### src/pulse_dialer_map.svh
`ifndef PULSE_DIALER_MAP_SVH
`define PULSE_DIALER_MAP_SVH
// Behaviour
// - Hook input low means off-hook
// - On-hook: finish pulsing within 300 ms, sleep
// - Off-hook return pulls mute low
// - First key star or hash redials memory
// - Other first key restarts memory, dials
// - Line output released in make, low in break
// - On-hook: oscillator stopped, keys ignored
// - Keep only first 32 digits
// - Accept keys while earlier digits pulse out
// - Pulse until all stored digits dialed
// - Valid key: exactly one row, one column
// - On-hook: rows and columns held high
// - Static until key sensed, then scan
// - Key must stay valid 14 to 20 ms
// - Ratio pin selects 33.4 or 40 percent make
// - Mute from pause until overlap after break
// - Power-up clear empties redial memory

// ********************************
// Clocks and time base
// ********************************
`define MCLK_HZ 200000000
`define OSC_HZ 2400
`define TICKS_UP(ms) ((((ms) * `OSC_HZ) + 999) / 1000)
`define TICKS_DN(ms) (((ms) * `OSC_HZ) / 1000)

// ********************************
// Timing
// ********************************
`define MEMORY_CLEAR_HOLD_TIME_MS 300
`define DRAIN_TICKS `TICKS_DN(`MEMORY_CLEAR_HOLD_TIME_MS)
`define KEY_DEBOUNCE_TIME_MS 14
`define KEY_DEBOUNCE_MAX_MS 20
`define SCAN_PHASES 4
`define DEBOUNCE_EVALS ((`TICKS_UP(`KEY_DEBOUNCE_TIME_MS) + `SCAN_PHASES - 1) / `SCAN_PHASES)
`define INTERDIGIT_GAP_TIME_MS 800
`define GAP_TICKS `TICKS_DN(`INTERDIGIT_GAP_TIME_MS)
`define SILENCE_OVERLAP_TIME_MS 5
`define OVERLAP_TICKS `TICKS_UP(`SILENCE_OVERLAP_TIME_MS)
`define PULSE_PERIOD_MS 100
`define PERIOD_TICKS `TICKS_DN(`PULSE_PERIOD_MS)
`define MAKE_HI_PERMIL 334
`define MAKE_LO_PERMIL 400
`define MAKE_HI_TICKS ((`PERIOD_TICKS * `MAKE_HI_PERMIL) / 1000)
`define MAKE_LO_TICKS ((`PERIOD_TICKS * `MAKE_LO_PERMIL) / 1000)
`define BREAK_HI_TICKS (`PERIOD_TICKS - `MAKE_HI_TICKS)
`define BREAK_LO_TICKS (`PERIOD_TICKS - `MAKE_LO_TICKS)

// ********************************
// Memory, key codes, reset values
// ********************************
`define DIAL_DEPTH 32
`define KEY_ZERO 4'hA
`define KEY_STAR 4'hB
`define KEY_HASH 4'hC
`define DRIVE_RESET 1'b0
`define COUNT_RESET 6'h00
`endif

### src/dialer_pkg.sv
package dialer_pkg;
  `include "pulse_dialer_map.svh"

  typedef logic [3:0] key_code_t;

  typedef enum logic [2:0] {
    ST_IDLE = 3'h0,
    ST_PAUSE = 3'h1,
    ST_BRK = 3'h3,
    ST_MAKE = 3'h2,
    ST_OVER = 3'h6
  } dial_state_e;

  typedef struct packed {
    logic hs1, hs2, hook_prev, rs1, rs2;
    logic [3:0] row1, row2;
    logic [2:0] col1, col2;
    logic osc_on, blip, first, tick;
    logic [16:0] pre;
    dial_state_e st;
    logic [10:0] tmr;
    logic [9:0] hook_tmr;
    logic [`DIAL_DEPTH-1:0][3:0] mem;
    logic [5:0] wr, rd;
    logic [3:0] pcnt, dig;
    logic line_oe, mute_oe;
  } dialer_s;

  typedef struct packed {
    logic [1:0] phase;
    logic [3:0] rows_lat;
    logic [3:0] stab;
    key_code_t code_prev;
    logic held, strobe;
    key_code_t code;
  } scan_s;
endpackage : dialer_pkg

### src/key_link_if.sv
`timescale 1ns/1ps
interface key_link_if;
  logic tick, scan_en, onhook, strobe, sensed;
  logic [3:0] row_s, row_out, row_oe;
  logic [2:0] col_s, col_out, col_oe;
  logic [3:0] code;
  modport dialer(output tick, scan_en, onhook, row_s, col_s,
                 input strobe, sensed, code, row_out, row_oe, col_out, col_oe);
  modport scanner(input tick, scan_en, onhook, row_s, col_s,
                  output strobe, sensed, code, row_out, row_oe, col_out, col_oe);
endinterface : key_link_if

### src/pulse_dialer_with_redial.sv
`timescale 1ns/1ps
module pulse_dialer_with_redial
  import dialer_pkg::*;
#(
  parameter int TICK_DIV = `MCLK_HZ / `OSC_HZ
) (
  // Clock and power-up clear
  input wire logic mclk,
  input wire logic rst_n,
  // Hook switch and ratio strap
  input wire logic hook_sense,
  input wire logic ratio_sel,
  // Keypad rows
  input wire logic [3:0] row_in,
  output logic [3:0] row_out,
  output logic [3:0] row_oe,
  // Keypad columns
  input wire logic [2:0] col_in,
  output logic [2:0] col_out,
  output logic [2:0] col_oe,
  // Line break and receiver mute, open drain
  output logic line_break_out,
  output logic line_break_oe,
  output logic mute_out,
  output logic mute_oe
);
  dialer_s s, n;
  key_link_if kl();
  logic onhook, off_edge, pending, drain_done, is_special;
  logic [10:0] brk_len, mk_len;

  // ********************************
  // Key scanner
  // ********************************
  keypad_scan u_scan (
    .mclk(mclk),
    .rst_n(rst_n),
    .kl(kl.scanner)
  );

  assign kl.tick = s.tick;
  assign kl.onhook = s.hs2;
  assign kl.scan_en = s.osc_on && !s.hs2;
  assign kl.row_s = s.row2;
  assign kl.col_s = s.col2;
  assign row_out = kl.row_out;
  assign row_oe = kl.row_oe;
  assign col_out = kl.col_out;
  assign col_oe = kl.col_oe;

  // Open-drain pins only ever pull low
  assign line_break_out = 1'b0;
  assign mute_out = 1'b0;
  assign line_break_oe = s.line_oe;
  assign mute_oe = s.mute_oe;

  // ********************************
  // Next state
  // ********************************
  always_comb begin
    n = s;
    n.tick = 1'b0;
    n.hs1 = hook_sense;
    n.hs2 = s.hs1;
    n.rs1 = ratio_sel;
    n.rs2 = s.rs1;
    n.row1 = row_in;
    n.row2 = s.row1;
    n.col1 = col_in;
    n.col2 = s.col1;
    n.hook_prev = s.hs2;

    onhook = s.hs2;
    off_edge = s.hook_prev && !s.hs2;
    pending = s.rd != s.wr;
    is_special = (kl.code == `KEY_STAR) || (kl.code == `KEY_HASH);
    brk_len = s.rs2 ? 11'(`BREAK_HI_TICKS) : 11'(`BREAK_LO_TICKS);
    mk_len = s.rs2 ? 11'(`MAKE_HI_TICKS) : 11'(`MAKE_LO_TICKS);

    // Oscillator model: a tick per oscillator cycle, only while running
    if (s.osc_on || s.blip) begin
      if (s.pre == 17'(TICK_DIV - 1)) begin
        n.pre = 17'h0;
        n.tick = 1'b1;
      end else begin
        n.pre = s.pre + 17'h1;
      end
    end else begin
      n.pre = 17'h0;
    end
    if (!onhook && kl.sensed) begin
      n.osc_on = 1'b1;
    end

    // Returning off-hook: a short mute pulse for one oscillator cycle
    if (off_edge) begin
      n.mute_oe = 1'b1;
      n.blip = 1'b1;
      n.hook_tmr = 10'h0;
    end else if (s.tick && s.blip) begin
      n.blip = 1'b0;
      if (s.st == ST_IDLE) begin
        n.mute_oe = 1'b0;
      end
    end

    // ********************************
    // Outpulsing
    // ********************************
    case (s.st)
      ST_IDLE: begin
        if (pending && !onhook) begin
          n.st = ST_PAUSE;
          n.tmr = 11'h0;
          n.mute_oe = 1'b1;
        end
      end
      ST_PAUSE: begin
        if (s.tick) begin
          if (s.tmr == 11'(`GAP_TICKS - 1)) begin
            n.st = ST_BRK;
            n.tmr = 11'h0;
            n.line_oe = 1'b1;
            n.dig = s.mem[s.rd[4:0]];
            n.pcnt = s.mem[s.rd[4:0]];
            n.rd = s.rd + 6'h1;
          end else begin
            n.tmr = s.tmr + 11'h1;
          end
        end
      end
      ST_BRK: begin
        if (s.tick) begin
          if (s.tmr == brk_len - 11'h1) begin
            n.line_oe = 1'b0;
            n.tmr = 11'h0;
            if (s.pcnt == 4'h1) begin
              n.st = pending ? ST_PAUSE : ST_OVER;
            end else begin
              n.st = ST_MAKE;
              n.pcnt = s.pcnt - 4'h1;
            end
          end else begin
            n.tmr = s.tmr + 11'h1;
          end
        end
      end
      ST_MAKE: begin
        if (s.tick) begin
          if (s.tmr == mk_len - 11'h1) begin
            n.st = ST_BRK;
            n.tmr = 11'h0;
            n.line_oe = 1'b1;
          end else begin
            n.tmr = s.tmr + 11'h1;
          end
        end
      end
      ST_OVER: begin
        if (pending && !onhook) begin
          n.st = ST_PAUSE;
          n.tmr = 11'h0;
        end else if (s.tick) begin
          if (s.tmr == 11'(`OVERLAP_TICKS - 1)) begin
            n.st = ST_IDLE;
            n.mute_oe = 1'b0;
          end else begin
            n.tmr = s.tmr + 11'h1;
          end
        end
      end
      default: begin
        n.st = ST_IDLE;
        n.line_oe = 1'b0;
      end
    endcase

    // ********************************
    // Key entry
    // ********************************
    // Entries land here in any state, so digits queue behind the pulse train
    if (kl.strobe && !onhook) begin
      if (is_special) begin
        if (s.first) begin
          n.rd = `COUNT_RESET;
          n.first = 1'b0;
        end
      end else if (s.first) begin
        n.mem[0] = kl.code;
        n.wr = 6'h01;
        n.rd = `COUNT_RESET;
        n.first = 1'b0;
      end else if (s.wr < 6'(`DIAL_DEPTH)) begin
        n.mem[s.wr[4:0]] = kl.code;
        n.wr = s.wr + 6'h1;
      end
    end
    // Later star or hash keys fall through above without being stored

    // ********************************
    // On-hook drain and shutdown
    // ********************************
    // The current digit may finish, but no new one starts; the timer caps the wait
    if (onhook) begin
      n.first = 1'b1;
      if (s.tick && s.hook_tmr != 10'(`DRAIN_TICKS)) begin
        n.hook_tmr = s.hook_tmr + 10'h1;
      end
    end
    drain_done = onhook && (s.st == ST_IDLE || s.st == ST_PAUSE || s.st == ST_OVER ||
                            s.hook_tmr == 10'(`DRAIN_TICKS));
    if (drain_done) begin
      n.st = ST_IDLE;
      n.osc_on = 1'b0;
      n.blip = 1'b0;
      n.line_oe = 1'b0;
      n.mute_oe = 1'b0;
      n.rd = s.wr;
      n.tmr = 11'h0;
    end
  end

  // Power-up clear: empties memory so redial cannot send stale digits
  always_ff @(posedge mclk) begin
    if (!rst_n) begin
      s <= '0;
      s.hs1 <= 1'b1;
      s.hs2 <= 1'b1;
      s.hook_prev <= 1'b1;
      s.first <= 1'b1;
      s.line_oe <= `DRIVE_RESET;
      s.mute_oe <= `DRIVE_RESET;
      s.wr <= `COUNT_RESET;
      s.rd <= `COUNT_RESET;
    end else begin
      s <= n;
    end
  end

  // ********************************
  // Checks
  // ********************************
  logic [11:0] dwell;
  logic [3:0] brk_n;
  always_ff @(posedge mclk) begin
    if (!rst_n || s.st != n.st) begin
      dwell <= 12'h0;
    end else if (s.tick) begin
      dwell <= dwell + 12'h1;
    end
    if (!rst_n) begin
      brk_n <= 4'h0;
    end else if (s.st != ST_BRK && n.st == ST_BRK) begin
      brk_n <= (s.st == ST_PAUSE) ? 4'h1 : brk_n + 4'h1;
    end else if (s.st == ST_PAUSE) begin
      brk_n <= 4'h0;
    end
  end
endmodule : pulse_dialer_with_redial

### src/keypad_scan.sv
`timescale 1ns/1ps
module keypad_scan
  import dialer_pkg::*;
(
  // Clock and reset
  input wire logic mclk,
  input wire logic rst_n,
  // Link to the dialer
  key_link_if.scanner kl
);
  scan_s s, n;
  logic [3:0] rows_low;
  logic [2:0] cols_low;

  // ********************************
  // Key decode
  // ********************************
  function automatic key_code_t key_map(input logic [3:0] r, input logic [2:0] c);
    logic [3:0] idx;
    idx = 4'h0;
    for (int i = 0; i < 4; i++) begin
      if (r[i]) idx = idx + 4'(i * 3);
    end
    for (int j = 0; j < 3; j++) begin
      if (c[j]) idx = idx + 4'(j);
    end
    case (idx)
      4'h9: key_map = `KEY_STAR;
      4'hA: key_map = `KEY_ZERO;
      4'hB: key_map = `KEY_HASH;
      default: key_map = idx + 4'h1;
    endcase
  endfunction : key_map

  assign rows_low = ~kl.row_s;
  assign cols_low = ~kl.col_s;
  assign kl.sensed = !kl.onhook && ((|rows_low) || (|cols_low));
  assign kl.strobe = s.strobe;
  assign kl.code = s.code;

  always_comb begin
    n = s;
    n.strobe = 1'b0;
    if (!kl.scan_en) begin
      n.phase = 2'h0;
      n.stab = 4'h0;
      n.held = 1'b0;
    end else if (kl.tick) begin
      n.phase = s.phase + 2'h1;
      if (s.phase == 2'h1) begin
        n.rows_lat = rows_low;
      end
      if (s.phase == 2'h3) begin
        if ($onehot(s.rows_lat) && $onehot(cols_low)) begin
          n.code_prev = key_map(s.rows_lat, cols_low);
          if (n.code_prev == s.code_prev && s.stab != 4'h0) begin
            n.stab = (s.stab == 4'hF) ? s.stab : s.stab + 4'h1;
          end else begin
            n.stab = 4'h1;
          end
          if (n.stab == 4'(`DEBOUNCE_EVALS) && !s.held) begin
            n.strobe = 1'b1;
            n.held = 1'b1;
            n.code = n.code_prev;
          end
        end else begin
          n.stab = 4'h0;
          n.held = 1'b0;
        end
      end
    end
  end

  // Each half of the matrix is pulled high, then low, while the other half is read
  always_comb begin
    kl.row_out = 4'hF;
    kl.col_out = 3'h7;
    kl.row_oe = 4'h0;
    kl.col_oe = 3'h0;
    if (kl.onhook) begin
      kl.row_oe = 4'hF;
      kl.col_oe = 3'h7;
    end else if (kl.scan_en) begin
      case (s.phase)
        2'h0: kl.col_oe = 3'h7;
        2'h1: begin
          kl.col_oe = 3'h7;
          kl.col_out = 3'h0;
        end
        2'h2: kl.row_oe = 4'hF;
        2'h3: begin
          kl.row_oe = 4'hF;
          kl.row_out = 4'h0;
        end
        default: kl.row_oe = 4'h0;
      endcase
    end
  end

  always_ff @(posedge mclk) begin
    if (!rst_n) begin
      s <= '0;
    end else begin
      s <= n;
    end
  end
endmodule : keypad_scan

### config.mk
export PLATFORM = sky130hd
export DESIGN_NAME = pulse_dialer_with_redial
export DESIGN_NICKNAME = d
export VERILOG_FILES = /design/src/dialer_pkg.sv /design/src/key_link_if.sv /design/src/pulse_dialer_with_redial.sv /design/src/keypad_scan.sv
export VERILOG_INCLUDE_DIRS = /design/src
export SDC_FILE = /design/constraint.sdc
export NUM_CORES = 1
export LEC_CHECK = 0
export BUFFER_PORTS_ARGS = -buffer_cell sky130_fd_sc_hd__buf_2
export CORE_ASPECT_RATIO = 1.75
export CORE_MARGIN = 1.5
export CORE_UTILIZATION = 59
export CTS_BUF_LIST = sky130_fd_sc_hd__clkbuf_4
export DETAILED_ROUTE_END_ITERATION = 7
export GPL_TIMING_DRIVEN = 0
export PLACE_DENSITY = 0.79
export SYNTH_ARGS = -nofsm -noshare
export SYNTH_HDL_FRONTEND = slang
export SYNTH_SLANG_ARGS = --single-unit
### constraint.sdc
create_clock -name mclk -period 3.85 [get_ports mclk]
set_input_delay 0.1925 -clock mclk [delete_from_list [all_inputs] [get_ports mclk]]
set_output_delay 0.1925 -clock mclk [all_outputs]
set_load 0.01 [all_outputs]
Yosys cells after proc, flatten, opt, wreduce, memory -nomap -nowiden:

Index checks and enable logic that the tools add are counted.

* add/sub/neg operators: 21
* $mul: 0
* div/mod/pow operators: 0
* magnitude comparators: 4
* eq/ne operators: 38
* shifts and indexed selects: 0
* muxes and demuxes: 111
* bitwise logic cells: 7
* reduce and logical (&&, ||, !) cells: 51

Operators with widths (count)
* 4-bit two-way mux: 51
* 134-bit two-way mux: 1
* 128-bit bitwise mux: 1
* 14-bit two-way mux: 6
* 11-bit case mux with 5 select lines: 1
* 11-bit two-way mux: 4
* 6-bit two-way mux: 7
* 10-bit two-way mux: 4
* 3-bit two-way mux: 12
* 15-bit two-way mux: 2
* 4-bit equality test, second input constant: 7
* 11-bit equality test: 2
* 4-bit binary-select mux with 5-bit select: 1
* 4-bit demux with 5-bit select: 1
* 2-bit != test, second input constant: 9
* 17-bit by 1-bit adder with 17-bit output, second input constant: 1
* 17-bit equality test, second input constant: 1
* 1-bit two-way mux: 15
* 3-bit case mux with 5 select lines: 1
* 7-bit AND reduction: 2
* 1-bit logical AND: 13
* 4-bit by 1-bit adder with 4-bit output, second input constant: 3
* 6-bit by 1-bit adder with 6-bit output, second input constant: 2
* 5-bit by 6-bit less-than comparator with 1-bit output, second input constant: 2
* 50 further kinds: 83

* bits in registers: 234
* bits in latches: 0
* memory bits (writable): 0
* memory bits (read-only): 0
* input port bits: 11
* output and inout bits: 18
* logic and storage cells: 294
* memories kept: 0

Depth between registers and ports, before layout:

* depth after elaboration: 56
* gate-level depth with buffers: 14
* depth with buffers taken out: 14

Hierarchy:

From an unflattened synthesis, not the netlist that was laid out.

* cell total of the unflattened synthesis: 1370
* area total of the unflattened synthesis: 11761.3 µm²

Modules (own cells, without submodules)
* pulse_dialer_with_redial: instances 1, cells an instance 1171, area each 10043.4 µm²
* keypad_scan: instances 1, cells an instance 199, area each 1717.9 µm²

Worst setup path after synthesis:

OpenSTA, ideal clock, no wires.

* path kind: flip-flop to flip-flop
* from: register u_scan.s[15] (netlist bit)
* to: register u_scan.s[10] (netlist bit)
* data arrival time: 3682 ps
* data required time: 3759 ps
* slack: 77 ps
* cell stages (with the launch flop): 14
* period minus slack after synthesis: 3773 ps
* cells stage by stage: dfxtp_1 > inv_1 > ha_1 > xor2_1 > ha_1 > a221oi_2 > inv_1 > ha_1 > nor2b_1 > xor3_1 > a32oi_1 > mux2_2 > a41o_1 > a311oi_1

* word-level cells in the longest chain between the ends: 43

Ends and longest elaborated chain
* start: declaration: line keypad_scan.sv:11 `scan_s s, n;`
* start signal: assignment: line keypad_scan.sv:104 `s <= n;`
* 4-bit two-way mux: line keypad_scan.sv:22 `if (r[i]) idx = idx + 4'(i * 3);`
* 4-bit two-way mux: line keypad_scan.sv:54 `if ($onehot(s.rows_lat) && $onehot(cols_low)) begin`
* 4-bit two-way mux: line keypad_scan.sv:53 `if (s.phase == 2'h3) begin`
* 4-bit two-way mux: line keypad_scan.sv:48 `end else if (kl.tick) begin`
* 4-bit two-way mux: line keypad_scan.sv:44 `if (!kl.scan_en) begin`
* 4-bit by 3-bit adder with 4-bit output: line keypad_scan.sv:22
* 4-bit two-way mux: line keypad_scan.sv:22
* 4-bit two-way mux: line keypad_scan.sv:54
* [27 not listed]
* 4-bit equality test: line keypad_scan.sv:56 `if (n.code_prev == s.code_prev && s.stab != 4'h0) begin`
* 1-bit logical AND: line keypad_scan.sv:56
* 4-bit two-way mux: line keypad_scan.sv:56
* 4-bit two-way mux: line keypad_scan.sv:54
* 4-bit two-way mux: line keypad_scan.sv:53
* 4-bit two-way mux: line keypad_scan.sv:48
* 4-bit two-way mux: line keypad_scan.sv:44
* 4-bit two-way mux *: line keypad_scan.sv:54

Every way passes the cells marked *; elsewhere a longest branch is shown, timed or not. The select of a mux whose other input is x is not followed.
A chain may end at the register's enable or synchronous reset.

Worst setup path after layout:

* from: register u_scan.s[16] (netlist bit)
* to: register u_scan.s, in the netlist u_scan.kl.code[3]

* word-level cells in the longest chain between the ends: 39

Ends and longest elaborated chain
* 4-bit two-way mux: line keypad_scan.sv:22
* 4-bit two-way mux: line keypad_scan.sv:54
* 4-bit two-way mux: line keypad_scan.sv:53
* 4-bit two-way mux: line keypad_scan.sv:48
* 4-bit two-way mux: line keypad_scan.sv:44
* 4-bit adder: line keypad_scan.sv:22
* 4-bit two-way mux: line keypad_scan.sv:22
* 4-bit two-way mux: line keypad_scan.sv:54
* [23 not listed]
* 4-bit two-way mux: line keypad_scan.sv:56
* 4-bit two-way mux: line keypad_scan.sv:54
* 4-bit two-way mux: line keypad_scan.sv:53
* 4-bit two-way mux: line keypad_scan.sv:48
* 4-bit two-way mux: line keypad_scan.sv:44
* 4-bit equality test: line keypad_scan.sv:61 `` if (n.stab == 4'(`DEBOUNCE_EVALS) && !s.held) begin ``
* 1-bit logical AND: line keypad_scan.sv:61
* 5-bit AND reduction (no line)

Parallel ways exist; a longest one is shown, timed or not. The select of a mux whose other input is x is not followed.

==> impl_metrics.tcl <==
set metrics [dict create \
    cts_tree "yes" \
    status "finished clean" \
    hold_class "input port to flop" \
    grt_usage 0.319 \
    yosys_warnings 0 \
    fin_util 0.671 \
    met3_usage 0.0574 \
    async_reset_ff_frac 0 \
    clk_latency_ns 0.71 \
    drive_gt1_frac 0.143 \
    powerDensity_mw_per_mm2 337 \
    worst_pin_slew_ns 1.16 \
    maxCapViolations 0 \
    postRouteAntennaNets 0 \
    fp.dieW_um 109 \
    cts.sinks 230 \
    grt_first_pass_wirelength_um 50800 \
    synthesis.area_mm2 0.0115 \
    portBuffers 26 \
    syn_area_per_cell_um2 8.60 \
    numCtsBuffers 52 \
    path_clk_slew_ns 0.08 \
    wire_per_inst_um 18.9 \
    overflow 0 \
    coreArea_mm2 0.0191 \
    ioPinCount 29 \
    fp.dieH_um 188 \
    slew_violations 0 \
    critPathKind "flop to flop" \
    min_path_cells 3 \
    place_area_mm2 0.0119 \
    cp.required_ns 4.44 \
    yosysSeqAreaShare 0.401 \
    ys_seq_elements 230 \
    finalCritPeriodShare 0.977 \
    top_usage_layer "met2" \
    yosysTopAreaCell "dfxtp_1" \
    relSlewSlack 0.217 \
    gr-usage-met2 0.565 \
    fin_ws_ns 0.0877 \
    antenna_found_initial 1 \
    gp_congestion 0.954 \
    synth-edff-count 0 \
    yosys.area.top_type_share 0.401 \
    use_met1 0.311 \
    synth_ff_type "dfxtp_1" \
    start_kind "flop" \
    final_common_cell "dfxtp_1" \
    drt_wl_total_um 32300 \
    vias 10500 \
    cp_max_fo 6 \
    dr.pass1.iters 7 \
    end_kind "flop" \
    fmax_mhz 266 \
    grt_pass1_vias 10400 \
    finalClockSkew_ns 0.0540 \
    synth_top_cells_by_area "dfxtp_1 (40%), mux4_2 (7.8%), a21oi_1 (6.4%), o21ai_0 (5.6%), nand2_1 (5.3%)" \
    dp_slack_ns -0.373 \
    drc 0 \
    cts-root-buf "clkbuf_4" \
    cts_max_level 2 \
    worstPathArrival_ns 4.36 \
    final_cell_mix "dfxtp_1 (229), nand2_1 (162), a21oi_1 (148), nor2_1 (133), o21ai_0 (128)" \
    total_leakage_power_nw 4.48 \
    hold_viol 0 \
    die_area_mm2 0.0204 \
    drt_iter0_markers 876 \
    synthDistinctLibCells 78 \
    grt_max_degree 14 \
    area_delta_synth_final_pct 11.5 \
    final_area_mm2 0.0128 \
    clockBufferDepth 3 \
    vdd.ir_drop.worst_mv 0.199 \
    setup_viol 0 \
    rr_worst_depth 13 \
    nNetsFinal 1474 \
    dp_hpwl_um 23000 \
    start_util 0.601 \
    netlist_instances 1336 \
    avgViaCountPerCell 6.14 \
    row_count 67 \
    layout_min_cycle_time_ns 3.76 \
]
Yosys cell counts (14+ instances only):
cell type / instances
nor2_1: 133
and2_1: 27
mux4_2: 40
xor2_1: 27
o21ai_0: 128
inv_1: 29
nand4_1: 14
nand3b_1: 14
nand3_1: 30
nand2_1: 162
mux2i_1: 39
a21oi_1: 148
ha_1: 27
xnor2_1: 19
clkbuf_1: 86
and3_1: 14
dfxtp_1: 230
critical path: stages, from the launching register on:
cell      delay (ns)
dfxtp_1         0.46
ha_4            0.27
xor2_1          0.17
ha_1            0.35
a221oi_4        0.33
buf_4           0.17
xnor2_2         0.14
ha_2            0.26
xor2_1          0.10
or4_4           0.46
a211oi_4        0.31
mux2i_4         0.14
or3_1           0.37
a21oi_1         0.12
path summary, 6_finish.rpt:
path | start | to | slack (ns)
setup / recovery | u_scan.s[16]$_SDFFE_PN0P_ | u_scan.kl.code[3]$_SDFFE_PN0P_ | 0.09
hold / removal | ratio_sel | n[209]$_SDFF_PN0_ | 0.25
setup reg to reg | u_scan.s[16]$_SDFFE_PN0P_ | u_scan.kl.code[3]$_SDFFE_PN0P_ | 0.09
hold reg to reg | n[212]$_SDFF_PN1_ | kl.onhook$_SDFF_PN1_ | 0.42
where the power goes:
part	internal (mW)	switching, mW	total [mW]
Clock	0.874	0.946	1.82
Sequential	2.39	0.00370	2.39
Combinational	0.0360	0.0682	0.104
final cells by class:
| type | instances | area (µm²) |
|---|---|---|
| buffer | 114 | 495 |
| timing repair buffer | 43 | 295 |
| clock buffer | 74 | 556 |
| sequential | 230 | 4610 |
| inverter | 30 | 113 |
| clock inverter | 12 | 45.0 |
| multi-input combinational | 963 | 6400 |
| tap | 241 | 302 |
| fill | 1581 | 6300 |
| antenna | 1 | 2.50 |
metrics by stage:
step / hold WS [ns] / setup TNS (ns) / instances / power [mW]
finish: 0.247 / 0 / 1708 / 4.31
global placement: 0.383 / -0.929 / 1604 / 2.53
global route: 0.249 / -0.0695 / 1708 / 4.46
detailed placement: 0.382 / -1.90 / 1604 / 2.53
CTS: 0.237 / 0 / 1700 / 4.33
floorplan: 0.294 / 0 / 1337 / 2.50
repair_timing:
| item | in CTS | in global routing |
|---|---|---|
| pin swaps | 3 | 5 |
| hold buffers | 10 | 0 |
| setup buffers | 0 | 7 |
| gates resized for setup | 7 | 13 |
| gates cloned | 0 | 0 |
| hold endpoints to repair | 10 | 0 |
| endpoints found under the setup margin | 10 | 7 |
state kept, by name, indices dropped and copies added (netlist names):
| name | flops |
|---|---|
| s | 190 |
| u_scan.s | 15 |
| n | 9 |
| kl.row_s | 4 |
| u_scan.kl.code | 4 |
| kl.col_s | 3 |
| kl.onhook | 1 |
| kl.tick | 1 |
| line_break_oe | 1 |
| mute_oe | 1 |
| u_scan.kl.strobe | 1 |
kinds of logic (layout without fill, tap and decap cells):
kind of cell,count (synthesis),after routing,synth area share
mux,81,81,0.114
flops,230,230,0.401
xor+xnor,48,48,0.0391
simple gates,463,463,0.193
other cells,1,3,0.000326
fa+ha+maj,29,29,0.0329
compound gates,340,340,0.167
buf+inv,144,273,0.0529
layer usage:
layer / wire, µm / share of wire
met5: 0 / 0
met4: 2810 / 0.087
met3: 1850 / 0.057
met2: 16700 / 0.52
met1: 10900 / 0.34
(Power assumes the default switching activity.)
